--- src/rtl/asp_pkg.sv ---
package asp_pkg;

   // ----------------------------------------
   // timing
   // ----------------------------------------
   localparam int CLK_HZ = 50000000;
   localparam int FAULT_FLASH_MS = 250;
   localparam int FAULT_FLASH_CYC = FAULT_FLASH_MS * (CLK_HZ / 1000);
   localparam int BLIP_MS = 50;
   localparam int BLIP_CYC = BLIP_MS * (CLK_HZ / 1000);
   localparam int DIR_HOLD_MS = 500;
   localparam int DIR_HOLD_CYC = DIR_HOLD_MS * (CLK_HZ / 1000);
   localparam int CNT_W = 32;
   localparam int LOAD_W = 8;
   localparam logic [LOAD_W-1:0] LOAD_CYC = 8'h10;

   // ----------------------------------------
   // field positions
   // ----------------------------------------
   localparam int DIAG_W = 16;
   localparam int DIAG_PROX_BIT = 9;
   localparam int DIAG_TRACK_BIT = 10;
   localparam int AXES = 2;

   // ----------------------------------------
   // axis indicator and input modes
   // ----------------------------------------
   typedef enum logic [1:0] {
      IND_NORMAL,
      IND_STANDSTILL,
      IND_OVERSPEED,
      IND_FAULT_BLIP
   } asp_ind_type;

   typedef enum logic [1:0] {
      MODE_ENCODER,
      MODE_TWO_PROX,
      MODE_MIXED
   } asp_mode_type;

   typedef struct packed {
      logic trackA;
      logic trackB;
      logic prox;
   } asp_act_type;

   typedef struct packed {
      logic standstill;
      logic speedOk;
      logic diagProx;
      logic diagTrack;
      logic errEntry;
   } asp_res_type;

endpackage : asp_pkg

--- src/rtl/asp_monitor.sv ---
// Operation
// - configuration is loaded before any monitoring starts
// - operational only with own and controller supply/run indicators steady
// - activity flags are 1 while pulses seen, 0 otherwise
// - none active: standstill; all active: rotation; no diagnostics
// - prox only, shearpin off: outputs 1, diag bit 9, no entry
// - prox only, shearpin on: outputs 0, diag bit 9, entry logged
// - track B only: outputs 1, no diagnostics
// - track B plus prox: clear standstill, bit 10, entry logged
// - track A only: outputs 1, no diagnostics
// - track A plus prox: clear standstill, bit 10, entry logged
// - both tracks, no prox: clear standstill, bit 9, entry logged
// - rotating: speed output 1 until overspeed limit exceeded
// - direction output may be wrong about 500 ms after faults
// - fault indicator steady on external fault, encoder indicators flash
// - fault indicator flashes on internal fault
// - axis indicator blips on encoder or wiring fault
// - axis indicator shows normal, standstill and overspeed
// - encoder port indicator lit while encoder correctly connected
// - proximity indicator lit while its input is energised
module asp_monitor (
   input wire logic mclk,
   input wire logic reset_n,
   input wire logic cfgValid,
   input wire logic [1:0] axisMode0,
   input wire logic [1:0] axisMode1,
   input wire logic shearpinEnable,
   input wire logic [31:0] activityWindow,
   input wire logic [asp_pkg::AXES-1:0] encTrackA,
   input wire logic [asp_pkg::AXES-1:0] encTrackB,
   input wire logic [asp_pkg::AXES-1:0] encConnected,
   input wire logic [asp_pkg::AXES-1:0] overspeed,
   input wire logic [asp_pkg::AXES-1:0] dirRaw,
   input wire logic axis_one_prox_input_a,
   input wire logic axis_one_prox_input_b,
   input wire logic axis_two_prox_input_a,
   input wire logic axis_two_prox_input_b,
   input wire logic internalFault,
   input wire logic ctrlSupplyOk,
   input wire logic ctrlRunOk,
   output logic monitorActive,
   output logic operational,
   output logic [asp_pkg::AXES-1:0] standstillOut,
   output logic [asp_pkg::AXES-1:0] speedOut,
   output logic [asp_pkg::AXES-1:0] directionOut,
   output logic [asp_pkg::AXES-1:0] directionValid,
   output logic [asp_pkg::DIAG_W-1:0] diagWord0,
   output logic [asp_pkg::DIAG_W-1:0] diagWord1,
   output logic [asp_pkg::AXES-1:0] errStackPush,
   output logic [asp_pkg::AXES-1:0] safeShutdown,
   output logic powerLed,
   output logic faultLed,
   output logic [1:0] axis_one_state_indicator,
   output logic [1:0] axis_two_state_indicator,
   output logic axis_one_encoder_port,
   output logic axis_two_encoder_port,
   output logic [3:0] proxLed
);
   localparam int AXES_W = asp_pkg::AXES;

   // ----------------------------------------
   // configuration load and readiness
   // ----------------------------------------
   logic [asp_pkg::LOAD_W-1:0] loadCnt_r;
   logic loaded_r;
   wire loadDone = cfgValid && (loadCnt_r == asp_pkg::LOAD_CYC);

   always_ff @(posedge mclk or negedge reset_n) begin
      if (!reset_n) begin
         loadCnt_r <= 8'h00;
         loaded_r <= 1'b0;
      end else begin
         if (cfgValid && !loaded_r && loadCnt_r != asp_pkg::LOAD_CYC)
            loadCnt_r <= loadCnt_r + 8'h01;
         if (loadDone)
            loaded_r <= 1'b1;
      end
   end

   // ----------------------------------------
   // flash timebase
   // ----------------------------------------
   logic [asp_pkg::CNT_W-1:0] flashCnt_r;
   logic flash_r;
   always_ff @(posedge mclk or negedge reset_n) begin
      if (!reset_n) begin
         flashCnt_r <= '0;
         flash_r <= 1'b0;
      end else if (flashCnt_r == asp_pkg::CNT_W'(asp_pkg::FAULT_FLASH_CYC - 1)) begin
         flashCnt_r <= '0;
         flash_r <= ~flash_r;
      end else begin
         flashCnt_r <= flashCnt_r + 1'b1;
      end
   end
   // brief flash: lit only during the first part of each on phase of flash_r
   wire blip = flash_r && (flashCnt_r < asp_pkg::CNT_W'(asp_pkg::BLIP_CYC));

   wire [1:0] modeArr [AXES_W];
   assign modeArr[0] = axisMode0;
   assign modeArr[1] = axisMode1;
   wire [AXES_W-1:0] proxA = {axis_two_prox_input_a, axis_one_prox_input_a};
   wire [AXES_W-1:0] proxB = {axis_two_prox_input_b, axis_one_prox_input_b};
   logic [AXES_W-1:0] extFault;
   logic [1:0] indState [AXES_W];
   logic [AXES_W-1:0] encLed;

   // ----------------------------------------
   // per-axis plausibility
   // ----------------------------------------
   genvar g;
   generate
      for (g = 0; g < AXES_W; g++) begin : gAxis
         wire isTwoProx = modeArr[g] == asp_pkg::MODE_TWO_PROX;
         wire isMixed = modeArr[g] == asp_pkg::MODE_MIXED;
         wire srcA = isTwoProx ? proxA[g] : encTrackA[g];
         wire srcB = isTwoProx ? proxB[g] : encTrackB[g];
         wire srcP = isMixed ? proxA[g] : 1'b0;
         wire [2:0] src = {srcA, srcB, srcP};

         logic [2:0] prev_r;
         logic [asp_pkg::CNT_W-1:0] win_r [3];
         asp_pkg::asp_act_type act_r;
         logic [2:0] actNxt;
         for (genvar k = 0; k < 3; k++) begin : gIn
            wire edgeSeen = src[k] ^ prev_r[k];
            wire expired = win_r[k] == '0;
            always_ff @(posedge mclk or negedge reset_n) begin
               if (!reset_n)
                  win_r[k] <= '0;
               else if (edgeSeen)
                  win_r[k] <= activityWindow;
               else if (!expired)
                  win_r[k] <= win_r[k] - 1'b1;
            end
            assign actNxt[k] = edgeSeen || !expired;
         end

         always_ff @(posedge mclk or negedge reset_n) begin
            if (!reset_n) begin
               prev_r <= 3'h0;
               act_r <= '0;
            end else begin
               prev_r <= src;
               act_r <= actNxt;
            end
         end

         // only the mixed mode has the full three-input check
         wire a = act_r.trackA;
         wire b = act_r.trackB;
         wire p = isMixed ? act_r.prox : (a & b);
         asp_pkg::asp_res_type res;
         always_comb begin
            // defaults covering states A and H
            res.standstill = !(a || b || p);
            res.speedOk = 1'b1;
            res.diagProx = 1'b0;
            res.diagTrack = 1'b0;
            res.errEntry = 1'b0;
            case ({a, b, p})
               3'b001: begin
                  res.diagProx = 1'b1;
                  res.standstill = 1'b1;
                  if (shearpinEnable) begin
                     res.standstill = 1'b0;
                     res.speedOk = 1'b0;
                     res.errEntry = 1'b1;
                  end
               end
               3'b010: res.standstill = 1'b1;
               3'b100: res.standstill = 1'b1;
               3'b011, 3'b101: begin
                  // track A fault, track B fault
                  res.standstill = 1'b0;
                  res.diagTrack = 1'b1;
                  res.errEntry = 1'b1;
                  res.speedOk = !overspeed[g];
               end
               3'b110: begin
                  res.standstill = 1'b0;
                  res.diagProx = 1'b1;
                  res.errEntry = 1'b1;
                  res.speedOk = !overspeed[g];
               end
               3'b111: res.speedOk = !overspeed[g];
               default: ;
            endcase
         end

         logic errPrev_r;
         logic [asp_pkg::CNT_W-1:0] dirHold_r;
         always_ff @(posedge mclk or negedge reset_n) begin
            if (!reset_n) begin
               standstillOut[g] <= 1'b0;
               speedOut[g] <= 1'b0;
               errStackPush[g] <= 1'b0;
               safeShutdown[g] <= 1'b0;
               errPrev_r <= 1'b0;
               directionOut[g] <= 1'b0;
               directionValid[g] <= 1'b0;
               dirHold_r <= '0;
               extFault[g] <= 1'b0;
               encLed[g] <= 1'b0;
            end else begin
               standstillOut[g] <= loaded_r & res.standstill;
               speedOut[g] <= loaded_r & res.speedOk;
               errPrev_r <= loaded_r & res.errEntry;
               errStackPush[g] <= loaded_r & res.errEntry & !errPrev_r;
               if (loaded_r && res.errEntry)
                  safeShutdown[g] <= 1'b1;
               extFault[g] <= loaded_r & res.errEntry;
               if ((loaded_r && res.errEntry) || internalFault)
                  dirHold_r <= asp_pkg::CNT_W'(asp_pkg::DIR_HOLD_CYC);
               else if (dirHold_r != '0)
                  dirHold_r <= dirHold_r - 1'b1;
               directionOut[g] <= dirRaw[g];
               directionValid[g] <= loaded_r && dirHold_r == '0;
               encLed[g] <= encConnected[g] && !isTwoProx;
            end
         end

         assign indState[g] = res.errEntry ? asp_pkg::IND_FAULT_BLIP :
                              res.standstill ? asp_pkg::IND_STANDSTILL :
                              !res.speedOk ? asp_pkg::IND_OVERSPEED : asp_pkg::IND_NORMAL;
      end
   endgenerate

   // ----------------------------------------
   // diagnostics and indicators
   // ----------------------------------------
   wire [asp_pkg::DIAG_W-1:0] diagNxt0 =
      (asp_pkg::DIAG_W'(gAxis[0].res.diagProx) << asp_pkg::DIAG_PROX_BIT) |
      (asp_pkg::DIAG_W'(gAxis[0].res.diagTrack) << asp_pkg::DIAG_TRACK_BIT);
   wire [asp_pkg::DIAG_W-1:0] diagNxt1 =
      (asp_pkg::DIAG_W'(gAxis[1].res.diagProx) << asp_pkg::DIAG_PROX_BIT) |
      (asp_pkg::DIAG_W'(gAxis[1].res.diagTrack) << asp_pkg::DIAG_TRACK_BIT);
   // steady on external, flashing on internal
   wire faultNxt = internalFault ? flash_r : (|extFault);
   wire [1:0] ind0Nxt = (indState[0] == asp_pkg::IND_FAULT_BLIP) ? {1'b1, blip} : indState[0];
   wire [1:0] ind1Nxt = (indState[1] == asp_pkg::IND_FAULT_BLIP) ? {1'b1, blip} : indState[1];

   always_ff @(posedge mclk or negedge reset_n) begin
      if (!reset_n) begin
         diagWord0 <= '0;
         diagWord1 <= '0;
         monitorActive <= 1'b0;
         operational <= 1'b0;
         powerLed <= 1'b0;
         faultLed <= 1'b0;
         axis_one_state_indicator <= 2'h0;
         axis_two_state_indicator <= 2'h0;
         axis_one_encoder_port <= 1'b0;
         axis_two_encoder_port <= 1'b0;
         proxLed <= 4'h0;
      end else begin
         diagWord0 <= loaded_r ? diagNxt0 : '0;
         diagWord1 <= loaded_r ? diagNxt1 : '0;
         monitorActive <= loaded_r;
         powerLed <= 1'b1;
         operational <= loaded_r && ctrlSupplyOk && ctrlRunOk && !internalFault;
         faultLed <= faultNxt;
         axis_one_state_indicator <= ind0Nxt;
         axis_two_state_indicator <= ind1Nxt;
         axis_one_encoder_port <= extFault[0] ? flash_r : encLed[0];
         axis_two_encoder_port <= extFault[1] ? flash_r : encLed[1];
         proxLed <= {axis_two_prox_input_b, axis_two_prox_input_a,
                     axis_one_prox_input_b, axis_one_prox_input_a};
      end
   end

endmodule : asp_monitor

--- config.mk ---
export PLATFORM = sky130hd
export DESIGN_NAME = asp_monitor
export DESIGN_NICKNAME = d
export VERILOG_FILES = /design/src/rtl/asp_pkg.sv /design/src/rtl/asp_monitor.sv
export SDC_FILE = /design/constraint.sdc
export NUM_CORES = 1
export LEC_CHECK = 0
export BUFFER_PORTS_ARGS = -buffer_cell sky130_fd_sc_hd__clkbuf_2
export CAP_MARGIN = 20
export CORE_MARGIN = 2
export CORE_UTILIZATION = 45
export CTS_CLUSTER_DIAMETER = 40
export DETAILED_ROUTE_END_ITERATION = 8
export GPL_TIMING_DRIVEN = 0
export MAX_ROUTING_LAYER = met4
export PLACE_DENSITY = 0.73
export SETUP_SLACK_MARGIN = 0.5
export SLEW_MARGIN = 20
export SYNTH_ARGS = -nofsm -noshare
export SYNTH_HDL_FRONTEND = slang
export SYNTH_SLANG_ARGS = --single-unit
--- constraint.sdc ---
create_clock -name mclk -period 2.99 [get_ports mclk]
set_input_delay 0.299 -clock mclk [delete_from_list [all_inputs] [get_ports mclk]]
set_output_delay 0.299 -clock mclk [all_outputs]
set_load 0.03 [all_outputs]
Yosys cells after proc, flatten, opt, wreduce, memory -nomap -nowiden:

Index checks and enable logic that the tools add are counted.

* register bits after elaboration: 362
* bits in latches: 0
* bits in writable memories: 0
* memory bits (read-only): 0
* input bits: 57
* output and inout bits: 58
* word-level logic and storage cells: 220
* memories: 0

* add/sub/neg operators: 10
* $mul: 0
* div/mod/pow operators: 0
* magnitude comparators: 1
* equal/unequal tests: 29
* shifts and indexed selects: 0
* mux-type cells: 50
* bitwise gates (word level): 19
* reduce and logical (&&, ||, !) cells: 64

Operator list (count)
* 32-bit 2-to-1 mux: 17
* 32-bit logical NOT: 8
* 32-bit by 1-bit subtractor with 32-bit output, second input constant: 8
* 32-bit nonzero test: 2
* 32-bit by 1-bit adder with 32-bit output, second input constant: 1
* 32-bit by 24-bit == test with 1-bit output, second input constant: 1
* 32-bit by 22-bit less-than comparator with 1-bit output, second input constant: 1
* 3-bit == test, second input constant: 8
* 11-bit 2-to-1 mux: 2
* 10-bit by 11-bit bitwise OR with 11-bit output: 2
* 2-bit 2-to-1 mux: 9
* 1-bit logical NOT: 16
* 1-bit 2-to-1 mux: 16
* 2-bit OR reduction: 7
* 1-bit logical AND: 13
* 3-bit by 2-bit == test with 1-bit output, second input constant: 4
* 1-bit logical OR: 12
* 2-bit != test, second input constant: 6
* 1-bit AND: 10
* 8-bit by 1-bit adder with 8-bit output, second input constant: 1
* 2-bit == test, second input constant: 4
* 8-bit by 5-bit == test with 1-bit output, second input constant: 1
* 8-bit by 5-bit != test with 1-bit output, second input constant: 1
* 1-bit one-hot mux with 2 select lines: 4
* other kinds (8): 19

Logic depth before layout (Yosys ltp):

Gate-level depths: netlist of the first run.

* depth after elaboration: 10
* depth in mapped cells: 10
* gate-level depth less buffers: 8

Worst setup path before layout of the first run:

Ideal clock, no wire load.

* kind: register to register
* start point: reg gAxis[0].win_r[72] in the netlist's numbering
* end point: reg gAxis[0].win_r[93] in the netlist's numbering
* library setup time: 0.092 ns
* data arrival time: 2.502 ns
* required time: 2.898 ns
* setup slack: 0.396 ns
* stages on the path, launching flop included: 9
* buffers on the path: 2
* period minus slack after synthesis: 2.594 ns
* cell sequence: dfrtp_1 > or3_1 > buf_2 > or4_4 > buf_6 > or3_4 > or3_1 > xor2_1 > o31ai_2

* longest elaborated chain between the ends: 3
* elaborated cells on any way between the ends: 5
* classes of those cells: 1 x add/sub; 1 x eq/ne; 2 x mux; 1 x reduce/logical

RTL lines
* start, declared: line asp_monitor.sv:122 `logic [asp_pkg::CNT_W-1:0] win_r [3];`
* start signal, assigned by index: line asp_monitor.sv:132 `win_r[k] <= activityWindow;`
* start signal, assigned by index: line asp_monitor.sv:134 `win_r[k] <= win_r[k] - 1'b1;`
* 32-bit by 1-bit subtractor with 32-bit output: line asp_monitor.sv:134
* 32-bit 2-to-1 mux: line asp_monitor.sv:133 `else if (!expired)`
* 32-bit 2-to-1 mux: line asp_monitor.sv:131 `else if (edgeSeen)`

Parallel ways exist; a longest one is shown, timed or not. The select of a mux whose other input is x is not followed.
A chain may end at the register's enable or synchronous reset.

Worst setup path in the final report of the first run:

* start point: reg gAxis[0].win_r[73] in the netlist's numbering
* end point: reg gAxis[0].win_r[93] in the netlist's numbering

The elaborated chain is that of the path after synthesis.

==> impl_results.md, run 1 <==
- R2R Path End: gAxis[0].win_r[93]
- Die Area: 0.0422 mm2
- Slew headroom: 34.6%
- Drt drc: 0
- Tot GR Track Use: 26.0%
- Dpl cells: 2650
- Post-Synthesis Cells: 2009
- EDFF count, synth: 0
- Fillcell total: 3379
- Fin area: 0.0230 mm2
- CP max-delay cell: or4_4
- Pwr dens: 675 mW/mm2
- Overall Power: 15.5 mW
- Rows: 73
- Final Util: 57.5%
- H-tree depth: 2
- P&R area growth vs syn: 25.8%
- Min-delay src: internalFault
- CP delay by family, top: simple AND/OR/NAND/NOR gates
- CTS tree: built
- RSZ-0062 raised after global routing: yes
- First-pass GRT wire length: 84100 um
- Final Net Count: 2344
- Core Box Area: 0.0399 mm2
- Share of total power in sequential cells: 39.8%
- Main flop type after synthesis: dfrtp_1
- Synth async-reset ratio: 100%
- CP Buf/Inv Count: 2
- Reg2Reg Depth: 8
- Total grt overflow: 0
- Via count: 16600
- Fin crit period: 2.67 ns
- Skew final: 0.0183 ns
- Final Hold Fails: 0
- WP data arrival: 3.16 ns
- Worst-Margin Slew: 0.974 ns
- Critical Path Sink Type: flip-flop
- Lkg Pwr: 9.44 nW
- Port bufs: 86
- Vias in the first global route: 16000
- Worst Path Max Fanout: 3
- Slew Viols, Final: 0
- # diodes: 0
- Num CTS Buffers: 54
- Die W: 205 um
- CP peak stage delay: 0.50 ns
- Worst Setup Start Kind: flip-flop
- Int Power: 10.5 mW
- Gpl congestion: 0.941
- Worst VDD drop: 579 uV
- Clock tree buffer depth: 3
- Crit Path Category: reg -> reg
- Clk slew on worst S/H paths: 0.06 ns
- Post-Route WL: 54200 um
- Status: finished clean
- Post-synthesis cell type count: 67
- Syn Std Cell Area: 0.0183 mm2
- Initial Utilization: 45.7%
- Sequential-to-total area share from yosys stat: 47.2%
- Comb pwr share: 18.0%
- Clock power frac: 42.1%
- R2r setup slk: 0.32 ns
- Root buf cell: clkbuf_16
- HP Class: in -> reg
- Switching power: 4.95 mW
- Clk sinks: 344
- DR WL/cell: 19.1 um
- Crit path cell chain: or3_1 -> buf_6 -> or4_4 -> buf_6 -> or3_4 -> or3_1 -> xor2_1 -> o31ai_2
- Post-Layout Cell Count: 2838
- IO Pins: 115
- Sw frac: 32.0%
- Antenna-violating nets left: 0
- Area occupied by multi-input gates: 0.00980 mm2
- Final setup viols: 0
- Largest net degree at the start of global routing: 90
- Initial antenna violation count: 0
- Worst Hold Endpoint: faultLed
- Worst Hold Path Cells: 2
- Share of post-route cells with drive strength above 1: 19.0%
- Fmax: 374 MHz
- Reg area: 0.00861 mm2
- Drt pass-1 iters: 5
- Avg Cell Area, Syn: 9.09 um2
- Number of max-cap violations: 0
- DP HPWL: 33900 um
- FF-to-FF Start: gAxis[0].win_r[73]
- Die Y: 205 um
- Setup WS pre-CTS: -0.187 ns
- Placed inst area: 0.0195 mm2
- Synth Register Bits: 344
- Synth warn: 0
- DR iter-0 viols: 1560
- Worst EP required: 3.48 ns
- Vias per cell: 5.86
- Final Cycle Share: 89.4%
- Later-pin clock latency in the skew report: 0.60 ns
- Min setup slack post-route: 0.318 ns
==> what timing repair did <==
item | in CTS | in global routing
resized for setup | 74 | 130
hold buffers | 15 | 0
pin swaps | 23 | 46
gates cloned | 1 | 3
endpoints found under the setup margin | 190 | 201
endpoints found under the hold margin | 97 | 0
setup buffers | 28 | 40
==> stage by stage <==
step / setup TNS, ns / hold slack (ns)
final: 0 / 0.0350
after global routing: 0 / 0.0515
after CTS: 0 / 0.00295
after detailed placement: -3.82 / 0.391
after global placement: -2058.24 / 0.408
after floorplan: 0 / 0.00341
==> cells in the mapped netlist (3+ instances only) <==
cell type	instances	area share, %
a211oi_1	16	0.66
a21oi_1	96	2.6
a22o_1	7	0.34
a31oi_1	17	0.58
and2_1	10	0.34
and3_1	14	0.48
and4_1	5	0.24
buf_2	7	0.19
buf_4	28	1.2
clkbuf_1	67	1.4
dfrtp_1	344	47
ha_1	19	1.3
inv_1	37	0.76
mux2_2	6	0.37
mux2i_1	13	0.71
nand2_1	251	5.2
nand2b_1	19	0.65
nand3_1	73	2.0
nand3b_1	6	0.25
nand4_1	22	0.75
nand4b_1	9	0.43
nor2_1	201	4.1
nor2b_1	9	0.31
nor3_1	109	3.0
nor3b_1	5	0.21
nor4_1	67	2.3
nor4_2	5	0.34
nor4b_1	7	0.34
nor4bb_1	3	0.16
o211ai_1	9	0.37
o21a_1	6	0.25
o21ai_0	124	3.4
o22a_1	3	0.14
o311ai_0	5	0.24
o31ai_1	46	1.9
o41ai_1	7	0.34
or2_2	10	0.34
or3_1	55	1.9
or4_1	46	1.9
or4_4	3	0.19
or4b_2	3	0.16
xnor2_1	117	5.6
xor2_1	74	3.6
==> placed cells by master (no fill, tap or decap), types with 14 or more instances in the layout <==
| cell type | n |
|---|---|
| dfrtp_1 | 341 |
| nand2_1 | 244 |
| nor2_1 | 199 |
| xnor2_1 | 117 |
| o21ai_0 | 112 |
| clkbuf_2 | 95 |
| a21oi_1 | 92 |
| buf_4 | 90 |
| nor3_1 | 88 |
| xor2_1 | 73 |
| nand3_1 | 68 |
| clkbuf_16 | 56 |
| clkbuf_1 | 53 |
| or3_1 | 51 |
| o31ai_1 | 46 |
| nor4_1 | 42 |
| or4_1 | 38 |
| inv_1 | 34 |
| conb_1 | 29 |
| nand4_1 | 22 |
| nand2b_1 | 19 |
| a31oi_1 | 17 |
| nor4_4 | 16 |
| ha_1 | 16 |
| nor4_2 | 15 |
| inv_6 | 15 |
| dlygate4sd3_1 | 15 |
| and3_1 | 14 |
| nor3_2 | 14 |
| buf_6 | 14 |
==> worst reg2reg max path, stage by stage (launching register included) <==
cell	delay, ns
dfrtp_1	0.37
or3_1	0.39
buf_6	0.13
or4_4	0.50
buf_6	0.14
or3_4	0.38
or3_1	0.33
xor2_1	0.16
o31ai_2	0.17
==> routing by layer <==
metal / track usage, % / up-vias / share of wire, %
met5: - / - / 0
met4: 12.5 / 0 / 4.9
met3: 4.72 / 184 / 8.3
met2: 40.8 / 727 / 46
met1: 32.7 / 8064 / 40
li1: - / 7669 / -
==> how the worst max path moves through the flow <==
stage | startpoint | to | slack (ns) | depth (start not counted)
2_1_floorplan | gAxis[0].win_r[72] | gAxis[0].win_r[93] | 0.40 | 8
3_3_place_gp | reset_n | gAxis[0].win_r[0] | -6.03 | 1
3_5_place_dp | axisMode0[0] | gAxis[0].b | -0.19 | 6
4_1_cts | gAxis[0].win_r[72] | gAxis[0].win_r[93] | 0.33 | 8
5_1_grt | gAxis[0].win_r[73] | gAxis[0].win_r[93] | 0.29 | 8
6_report | gAxis[0].win_r[73] | gAxis[0].win_r[93] | 0.32 | 8
==> power by group through the flow <==
stage          Combinational [mW]  Sequential [mW]  Clock (mW)
2_1_floorplan                1.78             5.98           0
3_3_place_gp                 2.37             6.09           0
3_5_place_dp                 2.47             6.12           0
4_1_cts                      2.62             6.08        6.64
5_1_grt                      3.09             6.28        6.88
6_report                     2.79             6.17        6.53
==> flip-flops by register name, summed over array words and instances, names as in the netlist, 4 cells and up <==
| signal | count |
|---|---|
| flashCnt_r | 32 |
| gAxis.dirHold_r | 64 |
| gAxis.prev_r | 6 |
| gAxis.win_r | 192 |
| loadCnt_r | 8 |
| proxLed | 4 |
==> cell families after synthesis <==
family,synth area share [%]
compound gates,11.6
xor+xnor,9.16
fa+ha+maj,1.41
buf+inv,3.56
flops,47.2
mux,1.08
other cells,0.0411
simple gates,26.0
==> layout make-up <==
class | instances | share of cell area [%]
Multi-Input combinational cell | 1552 | 42.7
Sequential cell | 344 | 37.5
Clock buffer | 65 | 6.46
Timing Repair Buffer | 175 | 5.46
Tap cell | 525 | 2.86
Buffer | 104 | 2.64
Clock inverter | 36 | 1.79
Inverter | 37 | 0.605
Power figures use the tool's default switching activity.
==> run 2, diff against run 1 <==
==> constraint.sdc (replaced) <==
create_clock -name mclk -period 3.4 [get_ports mclk]
set_input_delay 0.34 -clock mclk [delete_from_list [all_inputs] [get_ports mclk]]
set_output_delay 0.34 -clock mclk [all_outputs]
set_load 0.03 [all_outputs]
==> impl_results.md, run 2 (same netlist as run 1, synthesis figures left out) <==
- Commonest non-fill, non-tap cell in the layout: dfrtp_1
- Clock tree buffer depth: 3
- Worst Hold Path Cells: 3
- P&R area growth vs syn: 19.8%
- Lkg Pwr: 8.90 nW
- Die W: 205 um
- Min-delay src: cfgValid
- Clk slew on worst S/H paths: 0.06 ns
- DP HPWL: 33800 um
- Fmax: 356 MHz
- Vias per cell: 5.83
- Final Net Count: 2280
- R2R Path End: gAxis[1].win_r[27]
- Tot GR Track Use: 25.5%
- Status: finished clean
- H-tree depth: 2
- Initial antenna violation count: 0
- Slew headroom: 31.4%
- Final setup viols: 0
- Critical Path Sink Type: flip-flop
- Most frequent cells in the layout: dfrtp_1 (344), nand2_1 (251), nor2_1 (201), o21ai_0 (124), xnor2_1 (117)
- Final Util: 54.8%
- R2r setup slk: 0.59 ns
- Vias in the first global route: 15600
- Worst Setup Start Kind: flip-flop
- Hold_ws: 0.0454 ns
- Pwr dens: 618 mW/mm2
- WP data arrival: 3.31 ns
- Worst Hold Endpoint: loaded_r
- Fin crit period: 2.81 ns
- Core Box Area: 0.0399 mm2
- Worst-Margin Slew: 1.02 ns
- Slew Viols, Final: 0
- Rows: 73
- First-pass GRT wire length: 82300 um
- CTS tree: built
- Worst EP required: 3.90 ns
- Die Y: 205 um
- RSZ-0062 raised after global routing: yes
- Via count: 16200
- Overall Power: 13.5 mW
- FF-to-FF Start: gAxis[1].win_r[2]
- Drt drc: 0
- Num CTS Buffers: 56
- Number of max-cap violations: 0
- Post-Layout Cell Count: 2777
- Drt pass-1 iters: 5
- DR iter-0 viols: 1558
- Final Hold Fails: 0
- Largest net degree at the start of global routing: 91
- DR WL/cell: 18.7 um
- HP Class: in -> reg
- Antenna-violating nets left: 0
- Port bufs: 86
- Total grt overflow: 0
- Crit Path Category: reg -> reg
- # diodes: 0
- Clk sinks: 344
- IO Pins: 115
- Skew final: 0.0253 ns
- Gpl congestion: 0.934
- Root buf cell: clkbuf_16
- Final Cycle Share: 82.6%
- Share of post-route cells with drive strength above 1: 13.0%
- Initial Utilization: 45.7%
- Fillcell total: 3484
- Worst Path Max Fanout: 6
- Die Area: 0.0422 mm2
- Top Registers: gAxis.win_r (192), gAxis.dirHold_r (64), flashCnt_r (32)
- Reg2Reg Depth: 6
- Dpl cells: 2651
- Post-Route WL: 51900 um
- Later-pin clock latency in the skew report: 0.61 ns
- Worst VDD drop: 625 uV
- Top reg by flops: gAxis.win_r
- Largest register FFs: 192
[run 2: stage by stage]
step                      TNS (ns)  cell area [um2]  worst slack (ns)
after global routing             0            21900             0.453
after floorplan                  0            18400             0.806
after CTS                        0            21700             0.513
final                            0            21900             0.593
after detailed placement         0            19600             0.166
after global placement    -1916.03            19400             -5.60
[run 2: power breakdown]
group	switching (mW)	internal (mW)	total, mW
sequential	0.676	4.70	5.38
clock	2.30	3.59	5.90
combinational	1.35	0.899	2.25
total	4.33	9.19	13.5
[run 2: worst max-delay path, stage by stage, from the launching register on]
cell and delay, ns:
dfrtp_1 0.43, or4_1 0.65, nor2_1 0.38, nand4_1 0.31, or4_1 0.51, xor2_1 0.16, a211oi_1 0.25
[run 2: per-layer routing]
metal	routed length, um	global-route usage [%]
met4	2270	11.3
met2	23400	38.9
met5	0	-
met1	21700	33.1
met3	4540	5.18
[run 2: worst max-delay path by stage]
| stage | start | to | slack, ns |
|---|---|---|---|
| 3_5_place_dp | axisMode0[0] | gAxis[0].a | 0.17 |
| 6_report | gAxis[1].win_r[2] | gAxis[1].win_r[27] | 0.59 |
| 3_3_place_gp | reset_n | gAxis[0].win_r[2] | -5.60 |
| 4_1_cts | gAxis[1].win_r[16] | gAxis[1].win_r[4] | 0.51 |
| 2_1_floorplan | gAxis[0].win_r[72] | gAxis[0].win_r[93] | 0.81 |
| 5_1_grt | gAxis[1].win_r[2] | gAxis[1].win_r[27] | 0.45 |
[run 2: layout make-up]
type | instances | area, um2 | area share, %
buffer | 104 | 519 | 2.37
clock buffer | 60 | 1460 | 6.67
clock inverter | 46 | 514 | 2.35
inverter | 37 | 139 | 0.635
multi-input combinational | 1551 | 9240 | 42.3
sequential | 344 | 8610 | 39.4
tap | 525 | 657 | 3.00
timing repair buffer | 110 | 734 | 3.36
[run 2: what timing repair did]
item                                    4_1_cts  5_1_grt
hold buffers                                 14        0
endpoints found under the hold margin       198        0
pin swaps                                     1        3
gates resized for setup                       7       22
endpoints found under the setup margin       48       89
buffers inserted                              1        5
==> run 3, diff against run 2 <==
--- a/config.mk
+++ b/config.mk
@@ -13,7 +13,7 @@
 export DETAILED_ROUTE_END_ITERATION = 8
 export GPL_TIMING_DRIVEN = 0
 export MAX_ROUTING_LAYER = met4
-export PLACE_DENSITY = 0.73
+export PLACE_DENSITY = 0.75
 export SETUP_SLACK_MARGIN = 0.5
 export SLEW_MARGIN = 20
 export SYNTH_ARGS = -nofsm -noshare
==> constraint.sdc (replaced) <==
create_clock -name mclk -period 2.4 [get_ports mclk]
set_input_delay 0.24 -clock mclk [delete_from_list [all_inputs] [get_ports mclk]]
set_output_delay 0.24 -clock mclk [all_outputs]
set_load 0.03 [all_outputs]
==> impl_results.md, run 3 (same netlist as run 1, synthesis figures left out) <==
- Reg2Reg Depth: 9
- Crit Path Category: reg -> reg
- Via count: 18600
- Rows: 73
- Worst-Margin Slew: 0.944 ns
- Worst EP required: 2.82 ns
- Pwr dens: 769 mW/mm2
- Final Util: 68.0%
- Total grt overflow: 0
- Drt drc: 0
- Tot GR Track Use: 29.3%
- Initial antenna violation count: 2
- IO Pins: 115
- H-tree depth: 2
- Commonest non-fill, non-tap cell in the layout: dfrtp_1
- Drt pass-1 iters: 5
- Clock tree buffer depth: 3
- DR iter-0 viols: 1995
- CP max-delay cell: dfrtp_2
- Initial Utilization: 45.7%
- P&R area growth vs syn: 48.7%
- Hold_ws: 0.0298 ns
- Largest net degree at the start of global routing: 93
- Final Hold Fails: 0
- Lkg Pwr: 11.1 nW
- Gpl congestion: 0.927
- Top reg by flops: gAxis.win_r
- Share of post-route cells with drive strength above 1: 38.1%
- Die Y: 205 um
- Fmax: 373 MHz
- HP Class: in -> reg
- Num CTS Buffers: 52
- Core Box Area: 0.0399 mm2
- Vias per cell: 6.19
- Number of max-cap violations: 0
- CP delay by family, top: simple AND/OR/NAND/NOR gates
- Worst VDD drop: 761 uV
- WP data arrival: 3.10 ns
- Final setup viols: 83
- Met3 usage: 6.53%
- Antenna-violating nets left: 0
- Worst Path Max Fanout: 7
- DR WL/cell: 22.4 um
- Most crowded layer after global routing: met2
- R2r setup slk: -0.28 ns
- Clk sinks: 344
- Slew Viols, Final: 0
- Fin area: 0.0271 mm2
- R2R Path End: gAxis[0].win_r[49]
- Critical Path Sink Type: flip-flop
- Setup WS pre-CTS: -0.724 ns
- Die W: 205 um
- Placed inst area: 0.0204 mm2
- Top Registers: gAxis.win_r (192), gAxis.dirHold_r (64), flashCnt_r (32)
- Min-delay src: axisMode1[1]
- Later-pin clock latency in the skew report: 0.58 ns
- Slew headroom: 36.9%
- FF-to-FF Start: gAxis[0].win_r[38]
- Worst Setup Start Kind: flip-flop
- Failing checks: negative setup slack
- Post-Route WL: 67100 um
- RSZ-0062 raised after global routing: yes
- Fin crit period: 2.68 ns
- Met2 Track Usage GR: 46.0%
- CP peak stage delay: 0.44 ns
- Overall Power: 20.9 mW
- Skew final: 0.0137 ns
- Vias in the first global route: 17800
- GR Layer Usage met1: 35.2%
- Worst Hold Path Cells: 3
- DP HPWL: 34900 um
- Largest register FFs: 192
- Final Net Count: 2505
- Crit path cell chain: buf_6 -> nor4_4 -> nand4_1 -> nor3_2 -> clkbuf_8 -> buf_6 -> nor3_2 -> a21oi_1 -> o21ai_1
- Root buf cell: clkbuf_16
- CTS tree: built
- Most frequent cells in the layout: dfrtp_1 (325), nand2_1 (222), buf_4 (178), nor2_1 (177), clkbuf_2 (102)
- Clk slew on worst S/H paths: 0.06 ns
- Die Area: 0.0422 mm2
- Status: finished with violations
- Port bufs: 86
- Worst Hold Endpoint: diagWord1[9]
- Min setup slack post-route: -0.278 ns
- Final Cycle Share: 112%
- CP Buf/Inv Count: 3
- First-pass GRT wire length: 95200 um
## run 3: changes by cell type in the layout (fill, tap and decap cells not counted), moves of 33 or more
cell,previous run,this run
buf_4,34,178
nor4_1,58,17
buf_6,1,76
o21ai_1,0,60
o21ai_0,124,47
nor3_1,106,45
nor4_4,5,47
a21oi_1,96,63
nor3_4,0,38
## run 3: metal layers
| layer | share of wire [%] | wire, um | up-vias |
|---|---|---|---|
| li1 | - | - | 7995 |
| met4 | 7.6 | 5070 | 0 |
| met3 | 9.5 | 6360 | 389 |
| met1 | 36 | 24200 | 9115 |
| met5 | 0 | 0 | - |
| met2 | 47 | 31400 | 1067 |
## run 3: stage by stage
stage               setup TNS (ns)  std cells
finish                      -10.22       3000
floorplan                   -0.474       2036
global placement          -2229.35       2647
detailed placement          -38.89       2651
global route                -12.66       2997
CTS                          -1.78       2933
## run 3: power breakdown
group | switching (mW) | total (mW) | internal (mW)
clock network | 3.08 | 7.81 | 4.72
logic | 2.85 | 5.11 | 2.26
registers | 1.27 | 7.94 | 6.67
## run 3: worst max path at each step
stage,start,endpoint,slack (ns),cells past startpoint
finish,gAxis[0].win_r[38],gAxis[0].win_r[49],-0.28,9
global route,gAxis[0].win_r[72],gAxis[0].win_r[93],-0.34,8
CTS,gAxis[0].win_r[72],gAxis[0].win_r[93],-0.24,8
detailed placement,axisMode0[0],gAxis[0].a,-0.72,7
global placement,reset_n,gAxis[0].win_r[8],-7.17,1
floorplan,gAxis[0].win_r[72],gAxis[0].win_r[93],-0.19,8
## run 3: worst register-to-register path, delay by kind of cell, from the launching register on
kind                   cells  cell delay, ns
flip-flops                 1            0.44
buffers and inverters      3            0.51
AND/OR/NAND/NOR            4            1.27
AO/OA/AOI/OAI              2            0.31
## run 3: timing repair
| item | in CTS | in global routing |
|---|---|---|
| endpoints found under the hold margin | 58 | 0 |
| gates cloned | 5 | 0 |
| pin swaps | 175 | 160 |
| hold buffers | 16 | 0 |
| resized for setup | 387 | 253 |
| buffers inserted | 165 | 63 |
| endpoints found under the setup margin | 287 | 291 |
## run 3: cell type report
type	instances	area [um2]
clock buffer	62	1410
sequential	344	8630
tap	525	657
buffer	104	806
multi-input combinational	1551	12300
fill	2599	12800
antenna	4	10.0
clock inverter	34	377
timing repair buffer	339	2850
inverter	37	139
